--- src/pmt_consts.svh ---
`ifndef PMT_CONSTS_SVH
`define PMT_CONSTS_SVH

`define PMT_XLEN            64
`define PMT_PHYS_WIDTH      56
`define PMT_VA48_BITS       48
`define PMT_VA57_BITS       57

`define PMT_CTRL_ADDR       8'h00
`define PMT_STATUS_ADDR     8'h04
`define PMT_CLEAR_ADDR      8'h08
`define PMT_IRQ_EN_ADDR     8'h0C
`define PMT_FAULT_LO_ADDR   8'h10
`define PMT_FAULT_HI_ADDR   8'h14
`define PMT_COUNT_ADDR      8'h18

`define PMT_CTRL_LEN_U_LSB  0
`define PMT_CTRL_LEN_S_LSB  2
`define PMT_CTRL_LEN_M_LSB  4
`define PMT_CTRL_MODPRIV    6
`define PMT_CTRL_PREV_LSB   7
`define PMT_CTRL_GUEST_PRIV 9
`define PMT_CTRL_MXR        10
`define PMT_CTRL_TMODE_LSB  11
`define PMT_CTRL_WIDTH      13

`define PMT_EV_PAGE_FAULT   0
`define PMT_EV_PHYS_INVALID 1
`define PMT_EV_RESERVED_LEN 2
`define PMT_EV_WIDTH        3

`define PMT_CTRL_RESET      32'h0000_0000
`define PMT_IRQ_EN_RESET    32'h0000_0000

`endif

--- src/pmt_pkg.sv ---
package pmt_pkg;
    typedef enum logic [1:0] {
        PMT_PRIV_U = 2'b00,
        PMT_PRIV_S = 2'b01,
        PMT_PRIV_R = 2'b10,
        PMT_PRIV_M = 2'b11
    } pmt_priv_type;

    typedef enum logic [1:0] {
        PMT_NO_TRANSLATION = 2'b00,
        PMT_PAGING_48BIT   = 2'b01,
        PMT_PAGING_57BIT   = 2'b10,
        PMT_TMODE_RSVD     = 2'b11
    } pmt_tmode_type;

    typedef enum logic [1:0] {
        PMT_LEN_OFF   = 2'b00,
        PMT_LEN_RSVD  = 2'b01,
        PMT_LEN_MINUS57 = 2'b10,
        PMT_LEN_MINUS48 = 2'b11
    } pmt_len_type;
endpackage : pmt_pkg

--- src/pmt_transform.sv ---
`timescale 1ns/10ps
`include "pmt_consts.svh"

module pmt_transform #(
    parameter int XLEN       = `PMT_XLEN,
    parameter int PHYS_WIDTH = `PMT_PHYS_WIDTH
) (
    input  wire logic                 hclk,
    input  wire logic                 hresetn,
    input  wire logic                 hsel,
    input  wire logic [31:0]          haddr,
    input  wire logic [1:0]           htrans,
    input  wire logic                 hwrite,
    input  wire logic [2:0]           hsize,
    input  wire logic [31:0]          hwdata,
    input  wire logic                 hready,
    output logic                      hreadyout,
    output logic      [31:0]          hrdata,
    output logic                      hresp,
    input  wire logic                 acc_valid,
    input  wire logic [XLEN-1:0]      acc_addr,
    input  wire logic                 acc_explicit,
    input  wire pmt_pkg::pmt_priv_type acc_priv,
    input  wire logic                 acc_guest,
    output logic                      out_valid,
    output logic      [XLEN-1:0]      out_addr,
    output logic                      out_page_fault,
    output logic                      out_phys_invalid,
    output logic                      irq
);
    import pmt_pkg::*;

    localparam int CNT_W = 32;

    // Supported tag widths follow the word width; each setting masks bits only while XLEN exceeds its address width (48 or 57)
    localparam int unsigned LEN48 = XLEN - `PMT_VA48_BITS;
    localparam int unsigned LEN57 = XLEN - `PMT_VA57_BITS;

    logic [`PMT_CTRL_WIDTH-1:0] ctrl;
    logic [`PMT_EV_WIDTH-1:0]   status;
    logic [`PMT_EV_WIDTH-1:0]   irq_en;
    logic [XLEN-1:0]            fault_addr;
    logic [CNT_W-1:0]           mask_count;

    logic                       dp_write;
    logic [7:0]                 dp_addr;
    logic                       ap_take;

    pmt_priv_type               eff_priv;
    pmt_tmode_type              tmode;
    pmt_len_type                len_sel;
    logic                       apply_mask;
    logic                       is_virtual;
    logic [XLEN-1:0]            next_addr;
    logic [`PMT_EV_WIDTH-1:0]   events;
    logic [`PMT_EV_WIDTH-1:0]   clr_bits;
    logic [31:0]                next_rdata;
    logic [31:0]                fault_lo;
    logic [31:0]                fault_hi;
    logic                       wr_ctrl;
    logic                       wr_irq_en;
    logic                       wr_clear;
    logic                       len_reserved;
    logic                       va_fault;
    logic                       pa_fault;
    logic                       check_on;
    logic                       fault_seen;
    logic                       mask_hit;

    // Number of masked bits for a supported setting; reserved settings mask nothing
    function automatic int unsigned mask_bits(input pmt_len_type sel);
        int unsigned n;
        n = 0;
        case (sel)
            PMT_LEN_MINUS48: n = LEN48;
            PMT_LEN_MINUS57: n = LEN57;
            default:         n = 0;
        endcase
        return n;
    endfunction : mask_bits

    // Virtual form: the masked field copies the highest kept bit
    function automatic logic [XLEN-1:0] sign_form(input logic [XLEN-1:0] a, input int unsigned n);
        logic [XLEN-1:0] r;
        r = a;
        for (int i = 0; i < XLEN; i++) begin
            if (i >= XLEN - n) begin
                r[i] = a[XLEN-1-n];
            end
        end
        return r;
    endfunction : sign_form

    // Physical form: the masked field is cleared
    function automatic logic [XLEN-1:0] zero_form(input logic [XLEN-1:0] a, input int unsigned n);
        logic [XLEN-1:0] r;
        r = a;
        for (int i = 0; i < XLEN; i++) begin
            if (i >= XLEN - n) begin
                r[i] = 1'b0;
            end
        end
        return r;
    endfunction : zero_form

    // Physical validity: nothing may be set at or above the implemented width
    function automatic logic phys_bad(input logic [XLEN-1:0] a);
        logic bad;
        bad = 1'b0;
        for (int i = 0; i < XLEN; i++) begin
            if (i >= PHYS_WIDTH && a[i]) begin
                bad = 1'b1;
            end
        end
        return bad;
    endfunction : phys_bad

    // Word-aligned offset compare; the two low address bits are ignored
    function automatic logic reg_hit(input logic [7:0] a, input logic [7:0] offset);
        return {a[7:2], 2'b00} == offset;
    endfunction : reg_hit

    // Pure arithmetic on the address; mode and scheme enter only through virt
    function automatic logic [XLEN-1:0] ignore_xform(input logic [XLEN-1:0] a,
                                                     input int unsigned n,
                                                     input logic virt);
        logic [XLEN-1:0] r;
        r = a;
        if (n != 0) begin
            r = virt ? sign_form(a, n) : zero_form(a, n);
        end
        return r;
    endfunction : ignore_xform

    // Sign-extension check of the unused upper bits of a virtual address
    function automatic logic va_bad(input logic [XLEN-1:0] a, input int unsigned used);
        logic bad;
        bad = 1'b0;
        for (int i = 0; i < XLEN; i++) begin
            if (i >= used && a[i] != a[used-1]) begin
                bad = 1'b1;
            end
        end
        return bad;
    endfunction : va_bad

    // Settings of the effective privilege mode
    always_comb begin
        eff_priv = acc_priv;
        if (acc_guest) begin
            eff_priv = ctrl[`PMT_CTRL_GUEST_PRIV] ? PMT_PRIV_S : PMT_PRIV_U;
        end else if (acc_priv == PMT_PRIV_M && ctrl[`PMT_CTRL_MODPRIV]) begin
            eff_priv = pmt_priv_type'(ctrl[`PMT_CTRL_PREV_LSB+:2]);
        end
    end

    always_comb begin
        case (eff_priv)
            PMT_PRIV_M: len_sel = pmt_len_type'(ctrl[`PMT_CTRL_LEN_M_LSB+:2]);
            PMT_PRIV_S: len_sel = pmt_len_type'(ctrl[`PMT_CTRL_LEN_S_LSB+:2]);
            PMT_PRIV_U: len_sel = pmt_len_type'(ctrl[`PMT_CTRL_LEN_U_LSB+:2]);
            default:    len_sel = PMT_LEN_OFF;
        endcase
    end

    assign tmode = pmt_tmode_type'(ctrl[`PMT_CTRL_TMODE_LSB+:2]);

    // Machine mode counts as untranslated whatever the scheme says
    assign is_virtual = (eff_priv != PMT_PRIV_M) &&
                        (tmode == PMT_PAGING_48BIT || tmode == PMT_PAGING_57BIT);

    // Only explicit accesses, and never while executable pages read as readable
    assign apply_mask = acc_explicit &&
                        !ctrl[`PMT_CTRL_MXR] &&
                        (mask_bits(len_sel) != 0);

    // Done as an explicit sign or zero extension so it stays correct even when the
    // masked field reaches into the translated bits; checks below see the result
    always_comb begin
        next_addr = acc_addr;
        if (apply_mask) begin
            next_addr = ignore_xform(acc_addr, mask_bits(len_sel), is_virtual);
        end
    end

    // Zero-latency pass: the pipeline sees the result in the same cycle
    assign out_valid = acc_valid;
    assign out_addr  = next_addr;

    // Validity checks on the transformed address, as if software had untagged it
    assign check_on = acc_valid && acc_explicit;

    // Sign-extension check for whichever paging scheme is active
    always_comb begin
        va_fault = 1'b0;
        case (tmode)
            PMT_PAGING_48BIT: va_fault = va_bad(next_addr, `PMT_VA48_BITS);
            PMT_PAGING_57BIT: va_fault = va_bad(next_addr, `PMT_VA57_BITS);
            default:          va_fault = 1'b0;
        endcase
    end

    // Zero-extension check of an untranslated address
    always_comb begin
        pa_fault = phys_bad(next_addr);
    end

    // Only one form of check applies, chosen by the same test as the transform
    always_comb begin
        out_page_fault   = 1'b0;
        out_phys_invalid = 1'b0;
        if (check_on) begin
            if (is_virtual) begin
                out_page_fault = va_fault;
            end else begin
                out_phys_invalid = pa_fault;
            end
        end
    end

    // Reserved settings mask nothing but are flagged so software can notice
    assign len_reserved = (len_sel == PMT_LEN_RSVD);

    always_comb begin
        events = '0;
        events[`PMT_EV_PAGE_FAULT]   = out_page_fault;
        events[`PMT_EV_PHYS_INVALID] = out_phys_invalid;
        events[`PMT_EV_RESERVED_LEN] = check_on && len_reserved;
    end

    // AHB-Lite slave: zero wait states, always OKAY
    assign hreadyout = 1'b1;
    assign hresp     = 1'b0;
    assign ap_take   = hsel && hready && htrans[1];

    always_ff @(posedge hclk or negedge hresetn) begin
        if (!hresetn) begin
            dp_write <= 1'b0;
            dp_addr  <= 8'h00;
        end else if (hready) begin
            dp_write <= ap_take && hwrite;
            dp_addr  <= haddr[7:0];
        end
    end

    // One strobe per writable register, decoded once from the data phase
    assign wr_ctrl   = dp_write && reg_hit(dp_addr, `PMT_CTRL_ADDR);
    assign wr_irq_en = dp_write && reg_hit(dp_addr, `PMT_IRQ_EN_ADDR);
    assign wr_clear  = dp_write && reg_hit(dp_addr, `PMT_CLEAR_ADDR);

    // The handler reads the wide fault address as two words
    assign fault_lo = fault_addr[31:0];
    assign fault_hi = fault_addr[63:32];

    // Read mux; the clear register holds no state and reads as zero
    always_comb begin
        next_rdata = 32'h0000_0000;
        if (reg_hit(haddr[7:0], `PMT_CTRL_ADDR)) begin
            next_rdata = 32'(ctrl);
        end else if (reg_hit(haddr[7:0], `PMT_STATUS_ADDR)) begin
            next_rdata = 32'(status);
        end else if (reg_hit(haddr[7:0], `PMT_IRQ_EN_ADDR)) begin
            next_rdata = 32'(irq_en);
        end else if (reg_hit(haddr[7:0], `PMT_FAULT_LO_ADDR)) begin
            next_rdata = fault_lo;
        end else if (reg_hit(haddr[7:0], `PMT_FAULT_HI_ADDR)) begin
            next_rdata = fault_hi;
        end else if (reg_hit(haddr[7:0], `PMT_COUNT_ADDR)) begin
            next_rdata = mask_count;
        end
    end

    // Read data is latched in the address phase so it stands in the data phase
    always_ff @(posedge hclk or negedge hresetn) begin
        if (!hresetn) begin
            hrdata <= 32'h0000_0000;
        end else if (ap_take && !hwrite) begin
            hrdata <= next_rdata;
        end
    end

    // Reset leaves masking and translation off, so addresses pass untouched
    always_ff @(posedge hclk or negedge hresetn) begin
        if (!hresetn) begin
            ctrl <= `PMT_CTRL_WIDTH'(`PMT_CTRL_RESET);
        end else if (wr_ctrl) begin
            ctrl <= hwdata[`PMT_CTRL_WIDTH-1:0];
        end
    end

    // Interrupts stay quiet until software opts in
    always_ff @(posedge hclk or negedge hresetn) begin
        if (!hresetn) begin
            irq_en <= `PMT_EV_WIDTH'(`PMT_IRQ_EN_RESET);
        end else if (wr_irq_en) begin
            irq_en <= hwdata[`PMT_EV_WIDTH-1:0];
        end
    end

    // Clear acts only in the data phase of a write to the clear register
    assign clr_bits = wr_clear ? hwdata[`PMT_EV_WIDTH-1:0] : '0;

    // A new event in the clearing cycle survives the clear
    always_ff @(posedge hclk or negedge hresetn) begin
        if (!hresetn) begin
            status <= '0;
        end else begin
            status <= (status & ~clr_bits) | events;
        end
    end

    // Last faulting transformed address, for the handler
    always_ff @(posedge hclk or negedge hresetn) begin
        if (!hresetn) begin
            fault_addr <= '0;
        end else if (fault_seen) begin
            fault_addr <= next_addr;
        end
    end

    assign fault_seen = out_page_fault || out_phys_invalid;

    // Counts accesses the transform was applied to; wraps silently
    assign mask_hit = acc_valid && apply_mask;

    always_ff @(posedge hclk or negedge hresetn) begin
        if (!hresetn) begin
            mask_count <= '0;
        end else if (mask_hit) begin
            mask_count <= mask_count + CNT_W'(1);
        end
    end

    // Level output straight from registers, so the access path cannot glitch it
    assign irq = |(status & irq_en);

endmodule : pmt_transform

--- config.mk ---
export PLATFORM = sky130hd
export DESIGN_NAME = pmt_transform
export DESIGN_NICKNAME = d
export VERILOG_FILES = /design/src/pmt_pkg.sv /design/src/pmt_transform.sv
export VERILOG_INCLUDE_DIRS = /design/src
export SDC_FILE = /design/constraint.sdc
export NUM_CORES = 1
export LEC_CHECK = 0
export BUFFER_PORTS_ARGS = -buffer_cell sky130_fd_sc_hd__buf_2
export CAP_MARGIN = 30
export CORE_ASPECT_RATIO = 2
export CORE_MARGIN = 2
export CORE_UTILIZATION = 30
export DETAILED_ROUTE_END_ITERATION = 12
export SYNTH_ARGS = -nofsm -noshare
export SYNTH_HDL_FRONTEND = slang
export SYNTH_SLANG_ARGS = --single-unit
--- constraint.sdc ---
create_clock -name hclk -period 14.9 [get_ports hclk]
set_input_delay 3.725 -clock hclk [delete_from_list [all_inputs] [get_ports hclk]]
set_output_delay 3.725 -clock hclk [all_outputs]
set_load 0.02 [all_outputs]
Yosys cells after proc, flatten, opt, wreduce, memory -nomap -nowiden
Index checks and enable logic that the tools add are counted.
{"block": "totals", "input_bits": 143, "output_inout_bits": 102, "mem_bits_rw": 0, "latchBits": 0, "memories": 0, "mem_bits_ro": 0, "regBits": 156, "word_cells": 325}
{"block": "op_classes", "muxes": 182, "addsub": 3, "bitwise_logic": 4, "magnitude_cmp": 65, "n_shift": 0, "n_mul": 0, "n_eq_ne": 39, "reduce_logical": 24, "div_mod_pow": 0}
{"op": "greater-or-equal comparator 6 x 32 -> 1 bit (first input constant)", "count": 32}
{"op": "greater-or-equal comparator 5 x 32 -> 1 bit (first input constant)", "count": 16}
{"op": "greater-or-equal comparator 4 x 32 -> 1 bit (first input constant)", "count": 8}
{"op": "two-way mux 32 bit", "count": 7}
{"op": "two-way mux 64 bit", "count": 3}
{"op": "two-way mux 1 bit", "count": 165}
{"op": "greater-or-equal comparator 3 x 32 -> 1 bit (first input constant)", "count": 4}
{"op": "greater-or-equal comparator 1 x 32 -> 1 bit (first input constant)", "count": 2}
{"op": "greater-or-equal comparator 2 x 32 -> 1 bit (first input constant)", "count": 2}
{"op": "nonzero test 32 bit", "count": 2}
{"op": "adder 32 x 1 -> 32 bit (second input constant)", "count": 1}
{"op": "< comparator 32 x 7 -> 1 bit (second input constant)", "count": 1}
{"op": "subtractor 6 x 32 -> 32 bit (first input constant)", "count": 1}
{"op": "subtractor 7 x 32 -> 32 bit (first input constant)", "count": 1}
{"op": "inequality test 1 bit", "count": 23}
{"op": "equality test 6 x 2 -> 1 bit (second input constant)", "count": 3}
{"op": "equality test 6 x 3 -> 1 bit (second input constant)", "count": 3}
{"op": "logical AND 1 bit", "count": 14}
{"op": "logical NOT 6 bit", "count": 2}
{"op": "equality test 2 bit (second input constant)", "count": 5}
{"op": "case mux 5 bit (2 select lines)", "count": 1}
{"op": "bitwise AND 3 bit", "count": 2}
{"op": "binary-select mux 1 bit (select 6 bit)", "count": 1}
{"op": "equality test 2 x 1 -> 1 bit (second input constant)", "count": 3}
{"op": "other kinds (12)", "count": 15}

Depth between registers and ports, before layout
Gate-level depths: netlist of run 1.
{"block": "logic_depth", "ltp_word": 39, "ltp_mapped": 15, "mapped_depth_nobuf": 12}

Worst setup path before layout of run 1
Ideal clock, no wire load.
{"block": "synth_timing", "path_kind": "input -> output", "startpoint": "input port acc_guest", "endpoint": "output port out_page_fault", "t_arrival_ns": 6.307, "stages": 11, "path_slack_ns": 4.868, "n_path_buf": 1, "required_time_ns": 11.175, "cell_sequence": "mux2_4 -> a21bo_1 -> a2111oi_2 -> nor3b_2 -> buf_4 -> or2_2 -> inv_1 -> ha_1 -> or3_1 -> o221ai_2 -> o22ai_1"}
{"block": "synth_between", "word_cells_on_any_way": 121, "cone_classes": "add/sub (2); order compare (17); eq/ne (28); mux (69); reduce/logical (5)"}
{"element": "start, declared", "line_no": "pmt_transform.sv:24", "source": "input wire logic acc_guest,"}
{"element": "two-way mux 2 bit *", "line_no": "pmt_transform.sv:150", "source": "if (acc_guest) begin"}
{"element": "parallel branches: the longest is 11 deep, another holds subtractor 7 x 32 -> 32 bit"}
{"element": "two-way mux 64 bit *", "line_no": "pmt_transform.sv:181", "source": "if (apply_mask) begin"}
{"element": "net out_addr[56]", "line_no": "pmt_transform.sv:26", "source": "output logic [XLEN-1:0] out_addr,"}
{"element": "inequality test 1 bit", "line_no": "pmt_transform.sv:140", "source": "if (i >= used && a[i] != a[used-1]) begin"}
{"element": "two-way mux 1 bit (8 in a row)", "line_no": "pmt_transform.sv:140"}
{"element": "case mux 1 bit (2 select lines) *", "line_no": "pmt_transform.sv:196", "source": "case (tmode)"}
{"element": "two-way mux 1 bit *", "line_no": "pmt_transform.sv:213", "source": "if (is_virtual) begin"}
{"element": "two-way mux 1 bit *", "line_no": "pmt_transform.sv:212", "source": "if (check_on) begin"}
{"element": "end, declared", "line_no": "pmt_transform.sv:27", "source": "output logic out_page_fault,"}
Mark *: on every way through the listed nets, which the timed path passes. The select of a mux whose other input is x is not followed.

Worst setup path after layout of run 1
{"block": "layout_timing", "startpoint": "input port acc_guest", "endpoint": "output port out_page_fault"}
{"block": "layout_between", "elab_chain_len": 33, "word_cells_on_any_way": 121, "cone_classes": "add/sub (2); order compare (17); eq/ne (28); mux (69); reduce/logical (5)"}
{"element": "two-way mux 2 bit *", "line_no": "pmt_transform.sv:150"}
{"element": "parallel branches: the longest is 30 deep, another holds subtractor 7 x 32 -> 32 bit"}
{"element": "two-way mux 1 bit *", "line_no": "pmt_transform.sv:213"}
{"element": "two-way mux 1 bit *", "line_no": "pmt_transform.sv:212"}
Every way passes the cells marked *. The select of a mux whose other input is x is not followed.

==> results.tsv, run 1 <==
stage	metric	value	unit
timing	finalSetupTns	0	ns
synthesis	synth_ff_type	dfrtp_1	
final_layout	syn2layout_area_growth	20.8	%
cts	cts.sinks	154	
synthesis	postSynthCellCount	716	
worst_setup_path	crit_path_end_kind	output port	
synthesis	synth_area_leaders	dfrtp_1 49%, mux2_4 12%, mux2i_1 4.0%, nand2_1 3.6%, o21ai_0 3.4%	
synthesis	yosysWarnings	0	
run	maxCapViolations	0	
worst_setup_path	critPathLaunchType	input port	
timing	setup_viol	0	
hold_path	hold_class	reg2reg	
timing	skew	0.0112	ns
timing	maxSlewHeadroom	0.389	
route	viasPerCell	4.77	
final_layout	drive_above_1_share	0.384	
floorplanning	initial_utilization	0.303	
worst_setup_path	crit_type	in2out	
synthesis	syn_area	7940	µm²
timing	rsz0062_at_grt	no	
cts	cts-root-buf	clkbuf_16	
synthesis	syn_nets	863	
final_layout	nets	1000	
power_and_ir_drop	power_leakage	4.75	nW
route	first_pass_iters	4	
cts	post_cts_buffers	0	
cts	cts_buffer_depth	2	
synthesis	ys_ff_latch	154	
cts	cts_resized	0	
power_and_ir_drop	peakVddDrop	0.0656	mV
floorplanning	fp.coreArea	26200	µm²
placed_design	dpl.hpwl	16400	µm
final_layout	fin_cells	1210	
worst_setup_path	critPathMaxFanout	12	
route	drt-initial-drc-count	354	
cts	cts_max_level	4	
floorplanning	dieArea	27900	µm²
floorplanning	die_y	234	µm
route	vias	5772	
timing	min_period	10.95	ns
cts	cts_tree	done	
placed_design	portBuffers	193	
grt	grt_pass1_vias	5846	
grt	overflow	0	
timing	worst_slew_pin_slew	0.912	ns
floorplanning	rows	84	
synthesis	synth_top_area_frac	0.485	
timing	fmax	91.3	MHz
synthesis	synth_edf_count	0	
placed_design	dp.cells	1178	
cts	cts_buffers	17	
power_and_ir_drop	report.power.total	0.00130	W
synthesis	async_reset_ff_frac	1.00	
cts	clk_latency	0.43	ns
synthesis	yosys.area.top_type	dfrtp_1	
synthesis	synth.avg_cell_area	11.1	µm²
grt	grt_start_max_net_pins	94	
timing	finalCritPeriodShare	0.735	
cts	hold_buffers	0	
timing	hold_violations	0	
grt	antenna_found_initial	1	
timing	maxSlewViolCount	0	
synthesis	synth_cell_type_count	63	
outcome	status	finished clean	
power_and_ir_drop	power_density	135	nW/µm²
floorplanning	ioPinCount	245	
worst_setup_path	cp.arrival	7.22	ns
route	wl_per_cell	18.3	µm
grt	grt_pass1_wl	33600	µm
timing	whs	0.473	ns
grt	track_usage	0.161	
placed_design	place_congestion	0.822	
final_layout	postLayoutCellArea	9590	µm²
placed_design	placed_cell_area	8970	µm²
route	finalWirelength	22100	µm
synthesis	seq_area_frac_synth	0.485	
route	drc_errors	0	
floorplanning	die_w	119	µm
route	drtAntennaViolNets	0	
cts	clk_pin_slew	0.06	ns
worst_setup_path	required	11.18	ns
==> metal layers <==
metal,routed length (µm),GRT usage,vias up
li1,-,-,2743
met1,8670,0.183,2840
met2,11700,0.284,157
met3,776,0.0275,32
met4,904,0.0893,0
met5,0,0,-
==> sequential cells by signal (all words and copies together) (netlist names) <==
| register | cells |
|---|---|
| fault_addr | 64 |
| irq_en | 3 |
| hrdata | 32 |
| mask_count | 32 |
| ctrl | 13 |
| status | 3 |
| dp_write | 1 |
| dp_addr | 6 |
==> final timing paths <==
check,startpoint,to,slack (ns),depth (start not counted)
max in group asynchronous,hresetn,fault_addr[28],10.16,2
worst max-delay path,acc_guest,out_page_fault,3.95,13
min in group asynchronous,hresetn,fault_addr[41],3.38,1
worst max register to register,ctrl[6],fault_addr[9],9.58,13
worst min register to register,hrdata[19],hrdata[19],0.47,2
worst min-delay path,hrdata[19],hrdata[19],0.47,2
==> cells in the mapped netlist, types with 3 or more instances <==
cell	n
nand2_1	76
inv_1	13
mux2_4	61
ha_1	4
xor2_1	6
mux2i_1	32
nor3_1	7
or4_1	3
o21ai_0	54
and4_1	4
nand4_1	5
buf_4	5
nand3_2	3
a22oi_1	10
and3_1	12
dfrtp_1	154
mux2_1	4
xnor2_1	25
nor4_1	3
buf_1	4
a21oi_1	30
buf_12	7
nand3_1	14
nor2_1	32
mux2_2	21
a21o_1	16
nand2b_1	4
clkbuf_1	66
==> area by class of cell <==
| class | count | area [µm²] |
|---|---|---|
| fill | 2606 | 16600 |
| sequential | 154 | 3850 |
| multi-input combinational | 465 | 3590 |
| timing repair buffer | 202 | 1040 |
| clock buffer | 19 | 443 |
| tap | 344 | 430 |
| clock inverter | 12 | 174 |
| inverter | 13 | 48.8 |
| antenna | 1 | 2.50 |
==> power breakdown <==
part	switching (W)	internal, W
Clock	0.000174	0.000283
Sequential	0.0000583	0.000507
Combinational	0.000121	0.000156
Total	0.000353	0.000946
==> critical path, stage by stage <==
cell	delay, ns
buf_2	0.12
nand2b_1	0.23
or3b_1	0.39
a21oi_1	0.31
nor2_1	0.14
nor3b_2	0.78
or2_2	0.29
inv_1	0.05
ha_1	0.29
or3_1	0.39
o221ai_2	0.18
o22ai_1	0.15
buf_2	0.18
==> cell families after synthesis <==
family,Yosys count,synth area share
simple gates,179,0.112
flops,154,0.485
compound gates,131,0.106
mux,118,0.191
buf+inv,97,0.0637
xor+xnor,31,0.0342
fa+ha+maj,4,0.00630
other cells,2,0.000946
==> cells in the final DEF (no fill, tap or decap), types with 2 or more instances in the layout <==
master	synthesis	layout
buf_2	1	192
dfrtp_1	154	154
nand2_1	76	76
mux2_4	61	61
o21ai_0	54	54
nor2_1	32	32
mux2i_1	32	32
a21oi_1	30	30
xnor2_1	25	25
mux2_2	21	21
clkbuf_16	0	17
a21o_1	16	16
nand3_1	14	14
inv_1	13	13
and3_1	12	12
a22oi_1	10	10
buf_4	5	9
nor3_1	7	7
xor2_1	6	6
nand4_1	5	5
nand2b_1	4	4
and4_1	4	4
mux2_1	4	4
ha_1	4	4
bufinv_16	0	4
clkinv_2	0	4
or4_1	3	3
nand3_2	3	3
clkinv_4	0	3
or3b_1	2	2
nand4bb_1	2	2
a211o_1	2	2
nor4_1	3	2
a31oi_1	2	2
o22ai_1	2	2
conb_1	2	2
==> per-stage QoR <==
stage          setup WS [ns]   util
2_1_floorplan           4.87      -
3_3_place_gp            3.99  0.343
3_5_place_dp            3.93  0.343
4_1_cts                 3.93  0.366
5_1_grt                 3.75  0.366
6_report                3.95  0.366
Note: power is estimated with default switching activity, not from simulation.
==> run 2: changes to the inputs <==
Clock period 14.9 ns to 11.26 ns, I/O delays scaled along.
==> run 2 against run 1 <==
Net effect: hold slack got worse by 0.0026 ns; register-to-register slack got worse by 3.6 ns; final area fell by 0.26%; die area did not move; largest cell class unchanged; first-iteration DRC count fell by 6.8%; non-clock buffer count rose by 1; clock power rose by 23%; global-route usage rose by 0.089 points; sequential share of layout area rose by 0.11 points; core utilization fell by 0.096 points; worst setup slack got worse by 1.8 ns; total power rose by 29%.
==> results.tsv, run 2 (same netlist as run 1, synthesis figures left out) <==
stage	metric	value	unit	change
worst_setup_path	cp_num_buf_inv	3		unchanged
route	finalWirelength	22100	µm	about the same
grt	met3_usage	0.0311		+0.00365
worst_setup_path	crit_type	in2out		
worst_setup_path	crit_family	simple AND/OR/NAND/NOR gates		
grt	grt_pass1_wl	33900	µm	+0.95%
final_layout	fin_util	0.365		-0.000956
placed_design	place_congestion	0.835		+1.5%
grt	overflow	0		unchanged
floorplanning	die_y	234	µm	unchanged
worst_setup_path	critPathLaunchType	input port		
timing	rsz0062_at_grt	no		
placed_design	portBuffers	193		unchanged
route	vias	5793		+0.36%
final_layout	reg_top3	fault_addr x64, hrdata x32, mask_count x32		
timing	maxSlewHeadroom	0.419		+0.0297
worst_setup_path	cp_slowest_stage_delay	0.74	ns	-0.04 ns
power_and_ir_drop	power_leakage	4.73	nW	-0.50%
power_and_ir_drop	pwr-share-seq	0.446		+0.011
grt	antenna_found_initial	1		unchanged
cts	cts_tree	done		
worst_setup_path	rr_worst_depth	13		unchanged
final_layout	largest_register	fault_addr		
cts	hold_buffers	0		unchanged
worst_setup_path	critPathMaxFanout	12		unchanged
cts	clk_latency	0.44	ns	about the same
placed_design	dp.cells	1178		unchanged
power_and_ir_drop	power_density	175	nW/µm²	+30%
floorplanning	ioPinCount	245		unchanged
worst_setup_path	rrSetupSlack	6.02	ns	-3.56 ns
cts	cts_max_level	4		unchanged
power_and_ir_drop	peakVddDrop	0.0890	mV	+36%
final_layout	syn2layout_area_growth	20.4	%	
hold_path	min-delay-start	mask_count[31]		
grt	use_met2	0.286		+0.00233
timing	hold_violations	0		unchanged
cts	cts_resized	0		unchanged
power_and_ir_drop	switchingPower	0.000464	W	+32%
worst_setup_path	crit_path_end_kind	output port		
outcome	status	finished clean		
final_layout	fin_cells	1211		+0.083%
cts	post_cts_buffers	0		unchanged
timing	whs	0.470	ns	-0.00259 ns
grt	track_usage	0.162		+0.000888
timing	finalSetupTns	0	ns	unchanged
floorplanning	initial_utilization	0.303		unchanged
grt	busiest_layer	met2		
final_layout	final_common_cell	buf_2		
power_and_ir_drop	power_frac_comb	0.219		+0.006
hold_path	holdPathStages	1		-1
power_and_ir_drop	p_sw_frac	0.277		+0.00489
grt	grt_pass1_vias	5885		+0.67%
floorplanning	die_w	119	µm	unchanged
run	maxCapViolations	0		unchanged
power_and_ir_drop	pwr-share-clk	0.335		-0.017
timing	worst_slew_pin_slew	0.868	ns	-0.0444 ns
cts	clk_pin_slew	0.06	ns	about the same
timing	maxSlewViolCount	0		unchanged
timing	setup_viol	0		unchanged
placed_design	dpl.hpwl	16200	µm	-1.1%
cts	cts-root-buf	clkbuf_16		
route	viasPerCell	4.78		+0.28%
grt	grt_util_met1	0.182		-0.000630
worst_setup_path	worst_path_max_delay_cell	nor3b_2		
timing	skew	0.00791	ns	-0.00334 ns
cts	cts_buffers	17		unchanged
worst_setup_path	r2r-start	ctrl[6]		
timing	finalCritPeriodShare	0.805		
floorplanning	rows	84		unchanged
worst_setup_path	cp.arrival	6.25	ns	-0.97 ns
floorplanning	dieArea	27900	µm²	unchanged
cts	cts_buffer_depth	2		unchanged
worst_setup_path	reg2reg_to	fault_addr[9]		
timing	min_period	9.06	ns	
final_layout	final_cell_mix	192 x buf_2, 154 x dfrtp_1, 76 x nand2_1		
route	first_pass_iters	5		+1
timing	fmax	110	MHz	
final_layout	fill_cells	2637		+1.2%
worst_setup_path	path_cells	buf_2 -> nand2b_1 -> or3b_1 -> a21oi_1 -> nor2_1 -> nor3b_2 -> or2_2 -> inv_1 -> ha_1 -> or3_1 -> o221ai_2 -> o22ai_1 -> buf_2		
final_layout	largest_reg_flops	64		unchanged
route	wl_per_cell	18.2	µm	-0.12%
worst_setup_path	required	8.45	ns	-2.73 ns
grt	grt_start_max_net_pins	101		+7.4%
worst_setup_path	timing.critical_path.mode_cell	buf_2		
route	drc_errors	0		unchanged
cts	cts.sinks	154		unchanged
route	drt-initial-drc-count	330		-6.8%
power_and_ir_drop	report.power.total	0.00168	W	+29%
power_and_ir_drop	intPower	0.00121	W	+28%
hold_path	min_to	mask_count[31]		
final_layout	nets	1001		+0.10%
hold_path	hold_class	reg2reg		
route	drtAntennaViolNets	0		unchanged
floorplanning	fp.coreArea	26200	µm²	unchanged
final_layout	drive_above_1_share	0.380		-0.00391
## run 2: cell count changes in the layout (fill, tap and decap cells not counted), sizes merged
| cell | change |
|---|---|
| bufinv | -2 |
| clkinvlp | +2 |
| clkinv | -5 |
| buf | +1 |
| clkbuf | +5 |
## run 2: per-layer routing
| metal | vias to the layer above | routed length, µm |
|---|---|---|
| met5 | - | 0 |
| met1 | 2860 | 8680 |
| met3 | 38 | 847 |
| met4 | 0 | 776 |
| li1 | 2739 | - |
| met2 | 156 | 11800 |
## run 2: layout make-up
type,count,area (µm²),area share
tap,344,430,0.0450
inverter,13,48.8,0.00510
sequential,154,3850,0.403
antenna,1,2.50,0.000262
timing repair buffer,203,1070,0.112
multi-input combinational,465,3590,0.376
clock buffer,24,472,0.0493
clock inverter,7,92.6,0.00968
## run 2: power groups by stage
stage                     clock [W]  combinational, W  sequential, W
after floorplan                   0          0.000292       0.000732
after global placement            0          0.000361       0.000754
after CTS                  0.000580          0.000370       0.000748
after global routing       0.000604          0.000400       0.000764
after detailed placement          0          0.000367       0.000757
final                      0.000563          0.000367       0.000748
## run 2: how the worst max path moves through the flow
stage / from / cells past startpoint / endpoint
floorplan: acc_guest / 11 / out_page_fault
global placement: acc_guest / 13 / out_page_fault
detailed placement: acc_guest / 13 / out_page_fault
CTS: acc_guest / 13 / out_page_fault
global route: acc_guest / 13 / out_page_fault
finish: acc_guest / 13 / out_page_fault
## run 2: metrics by stage
stage / setup slack [ns] / instance area, µm²
after global routing: 1.92 / 9560
after detailed placement: 2.17 / 8970
after global placement: 2.17 / 8970
after floorplan: 3.05 / 7940
after CTS: 2.13 / 9530
final: 2.20 / 9560
==> run 3: changes to the inputs <==
Clock period 11.26 ns to 8 ns, I/O delays scaled along.
==> run 3 against run 2 <==
Net effect: sequential share of layout area shrank 0.053 points; first-iteration DRC count shrank 22%; final cell count is the same; final area grew 0.13%; via count grew 0.28%; wire length shrank 0.77%; sequential power grew 40%; largest power group unchanged; core utilization is essentially flat; total power grew 41%.
==> results.tsv, run 3 (same netlist as run 1, synthesis figures left out) <==
stage	metric	value	unit	change
route	wl_met3	830	µm	-2.0%
cts	cts.sinks	154		unchanged
grt	grt_pass1_wl	32900	µm	-2.7%
power_and_ir_drop	power_density	248	nW/µm²	+41%
placed_design	place_worst_setup_slack	0.861	ns	-1.31 ns
worst_setup_path	required	6.00	ns	-2.45 ns
timing	setup_viol	0		unchanged
route	m1WireLength	8470	µm	-2.4%
cts	cts_resized	0		unchanged
worst_setup_path	rr_worst_depth	13		unchanged
final_layout	final_common_cell	buf_2		
worst_setup_path	cp_num_buf_inv	3		unchanged
power_and_ir_drop	peakVddDrop	0.119	mV	+33%
cts	clk_pin_slew	0.06	ns	about the same
final_layout	final_cell_mix	192 x buf_2, 154 x dfrtp_1, 76 x nand2_1		
floorplanning	dieArea	27900	µm²	unchanged
power_and_ir_drop	p_sw_frac	0.282		+0.00502
hold_path	min-delay-start	mask_count[31]		
placed_design	portBuffers	193		unchanged
final_layout	largest_register	fault_addr		
floorplanning	rows	84		unchanged
worst_setup_path	timing.critical_path.mode_cell	buf_2		
final_layout	reg_top3	fault_addr x64, hrdata x32, mask_count x32		
timing	worst_slew_pin_slew	0.839	ns	-0.0293 ns
power_and_ir_drop	power_frac_comb	0.217		-0.002
timing	min_period	7.17	ns	
route	top_layer	met4		
power_and_ir_drop	pwr-share-clk	0.338		+0.003
grt	grt_pass1_vias	5834		-0.87%
grt	antenna_found_initial	0		-1
final_layout	nets	1001		unchanged
hold_path	hold_class	reg2reg		
route	drc_errors	0		unchanged
worst_setup_path	rrSetupSlack	3.37	ns	-2.65 ns
timing	hold_violations	0		unchanged
timing	finalCritPeriodShare	0.897		
final_layout	antenna_cells	0		-1
route	wl_met2	11800	µm	+0.44%
floorplanning	ioPinCount	245		unchanged
route	vias	5809		+0.28%
cts	cts-root-buf	clkbuf_16		
outcome	status	finished clean		
cts	cts_tree	done		
route	wl_per_cell	18.1	µm	-0.77%
grt	track_usage	0.158		-0.00370
route	first_pass_iters	4		-1
floorplanning	initial_utilization	0.303		unchanged
cts	cts_buffer_depth	2		unchanged
timing	skew	0.00896	ns	+0.00105 ns
worst_setup_path	crit_family	compound AO/OA/AOI/OAI gates		
hold_path	holdPathStages	1		unchanged
worst_setup_path	crit_path_end_kind	output port		
final_layout	drive_above_1_share	0.386		+0.00648
floorplanning	fp.coreArea	26200	µm²	unchanged
worst_setup_path	worst_path_max_delay_cell	o211a_1		
floorplanning	die_y	234	µm	unchanged
timing	finalSetupTns	0	ns	unchanged
grt	overflow	0		unchanged
cts	cts_buffers	17		unchanged
placed_design	dpl.hpwl	16400	µm	+0.91%
timing	rsz0062_at_grt	no		
timing	maxSlewViolCount	0		unchanged
timing	fmax	139	MHz	
worst_setup_path	cp.arrival	5.17	ns	-1.08 ns
power_and_ir_drop	intPower	0.00170	W	+40%
timing	timing.final.ws_setup	0.828	ns	-1.37 ns
route	finalWirelength	21900	µm	-0.77%
worst_setup_path	cp_slowest_stage_delay	0.44	ns	-0.30 ns
cts	hold_buffers	0		unchanged
route	drt-initial-drc-count	256		-22%
final_layout	fill_cells	2625		-0.46%
power_and_ir_drop	pwr-share-seq	0.445		about the same
hold_path	min_to	mask_count[31]		
timing	maxSlewHeadroom	0.441		+0.0221
cts	cts_max_level	4		unchanged
placed_design	place_congestion	0.831		-0.48%
final_layout	syn2layout_area_growth	20.6	%	
worst_setup_path	r2r-start	ctrl[6]		
floorplanning	die_w	119	µm	unchanged
route	viasPerCell	4.80		+0.28%
worst_setup_path	crit_type	in2out		
cts	post_cts_buffers	0		unchanged
run	maxCapViolations	0		unchanged
worst_setup_path	critPathLaunchType	input port		
worst_setup_path	critPathMaxFanout	12		unchanged
power_and_ir_drop	switchingPower	0.000668	W	+44%
route	drtAntennaViolNets	0		unchanged
cts	clk_latency	0.44	ns	about the same
grt	grt_start_max_net_pins	93		-7.9%
final_layout	largest_reg_flops	64		unchanged
worst_setup_path	path_cells	buf_2 -> nand2b_1 -> or3b_1 -> a21oi_1 -> or2_4 -> o211a_1 -> a21o_1 -> inv_1 -> ha_1 -> or3_1 -> o221ai_2 -> o22ai_1 -> buf_2		
power_and_ir_drop	power_leakage	4.73	nW	+0.15%
worst_setup_path	reg2reg_to	fault_addr[35]		
## run 3: changes by cell type in the layout (fill, tap and decap cells not counted), sizes merged
cell,change
inv,+2
clkbuf,-6
clkinv,+3
diode,-1
clkinvlp,+2
## run 3: metal layers
metal,GRT usage,vias up
met2,0.290,166
met3,0.0277,38
met1,0.173,2867
li1,-,2738
met5,0,-
met4,0.0800,0
## run 3: how the worst max path moves through the flow
stage	from	slack [ns]	cells after the start	endpoint
6_report	acc_guest	0.83	13	out_page_fault
2_1_floorplan	acc_guest	1.42	11	out_page_fault
3_3_place_gp	acc_guest	0.88	13	out_page_fault
4_1_cts	acc_guest	0.85	13	out_page_fault
3_5_place_dp	acc_guest	0.86	13	out_page_fault
5_1_grt	acc_guest	0.68	13	out_page_fault
## run 3: cell type report
cell class / count / area (µm²) / area share
Clock buffer: 18 / 439 / 0.0459
Clock inverter: 14 / 148 / 0.0154
Inverter: 13 / 48.8 / 0.00510
Multi-Input combinational cell: 465 / 3590 / 0.375
Sequential cell: 154 / 3850 / 0.403
Tap cell: 344 / 430 / 0.0450
Timing Repair Buffer: 203 / 1060 / 0.111
## run 3: power by group through the flow
stage / logic [W] / registers, W / clock network, W
CTS: 0.000521 / 0.00105 / 0.000827
floorplan: 0.000411 / 0.00103 / 0
detailed placement: 0.000519 / 0.00107 / 0
global placement: 0.000509 / 0.00106 / 0
finish: 0.000515 / 0.00105 / 0.000802
global route: 0.000560 / 0.00107 / 0.000856
## run 3: through the flow
stage	cell area [µm²]	total power, W	std cells	util	hold slack, ns
2_1_floorplan	7940	0.00144	716	-	0.445
3_3_place_gp	8990	0.00157	1179	0.343	0.458
3_5_place_dp	8990	0.00158	1179	0.343	0.466
4_1_cts	9570	0.00240	1211	0.366	0.480
5_1_grt	9570	0.00249	1211	0.366	0.508
6_report	9570	0.00237	1211	0.366	0.472
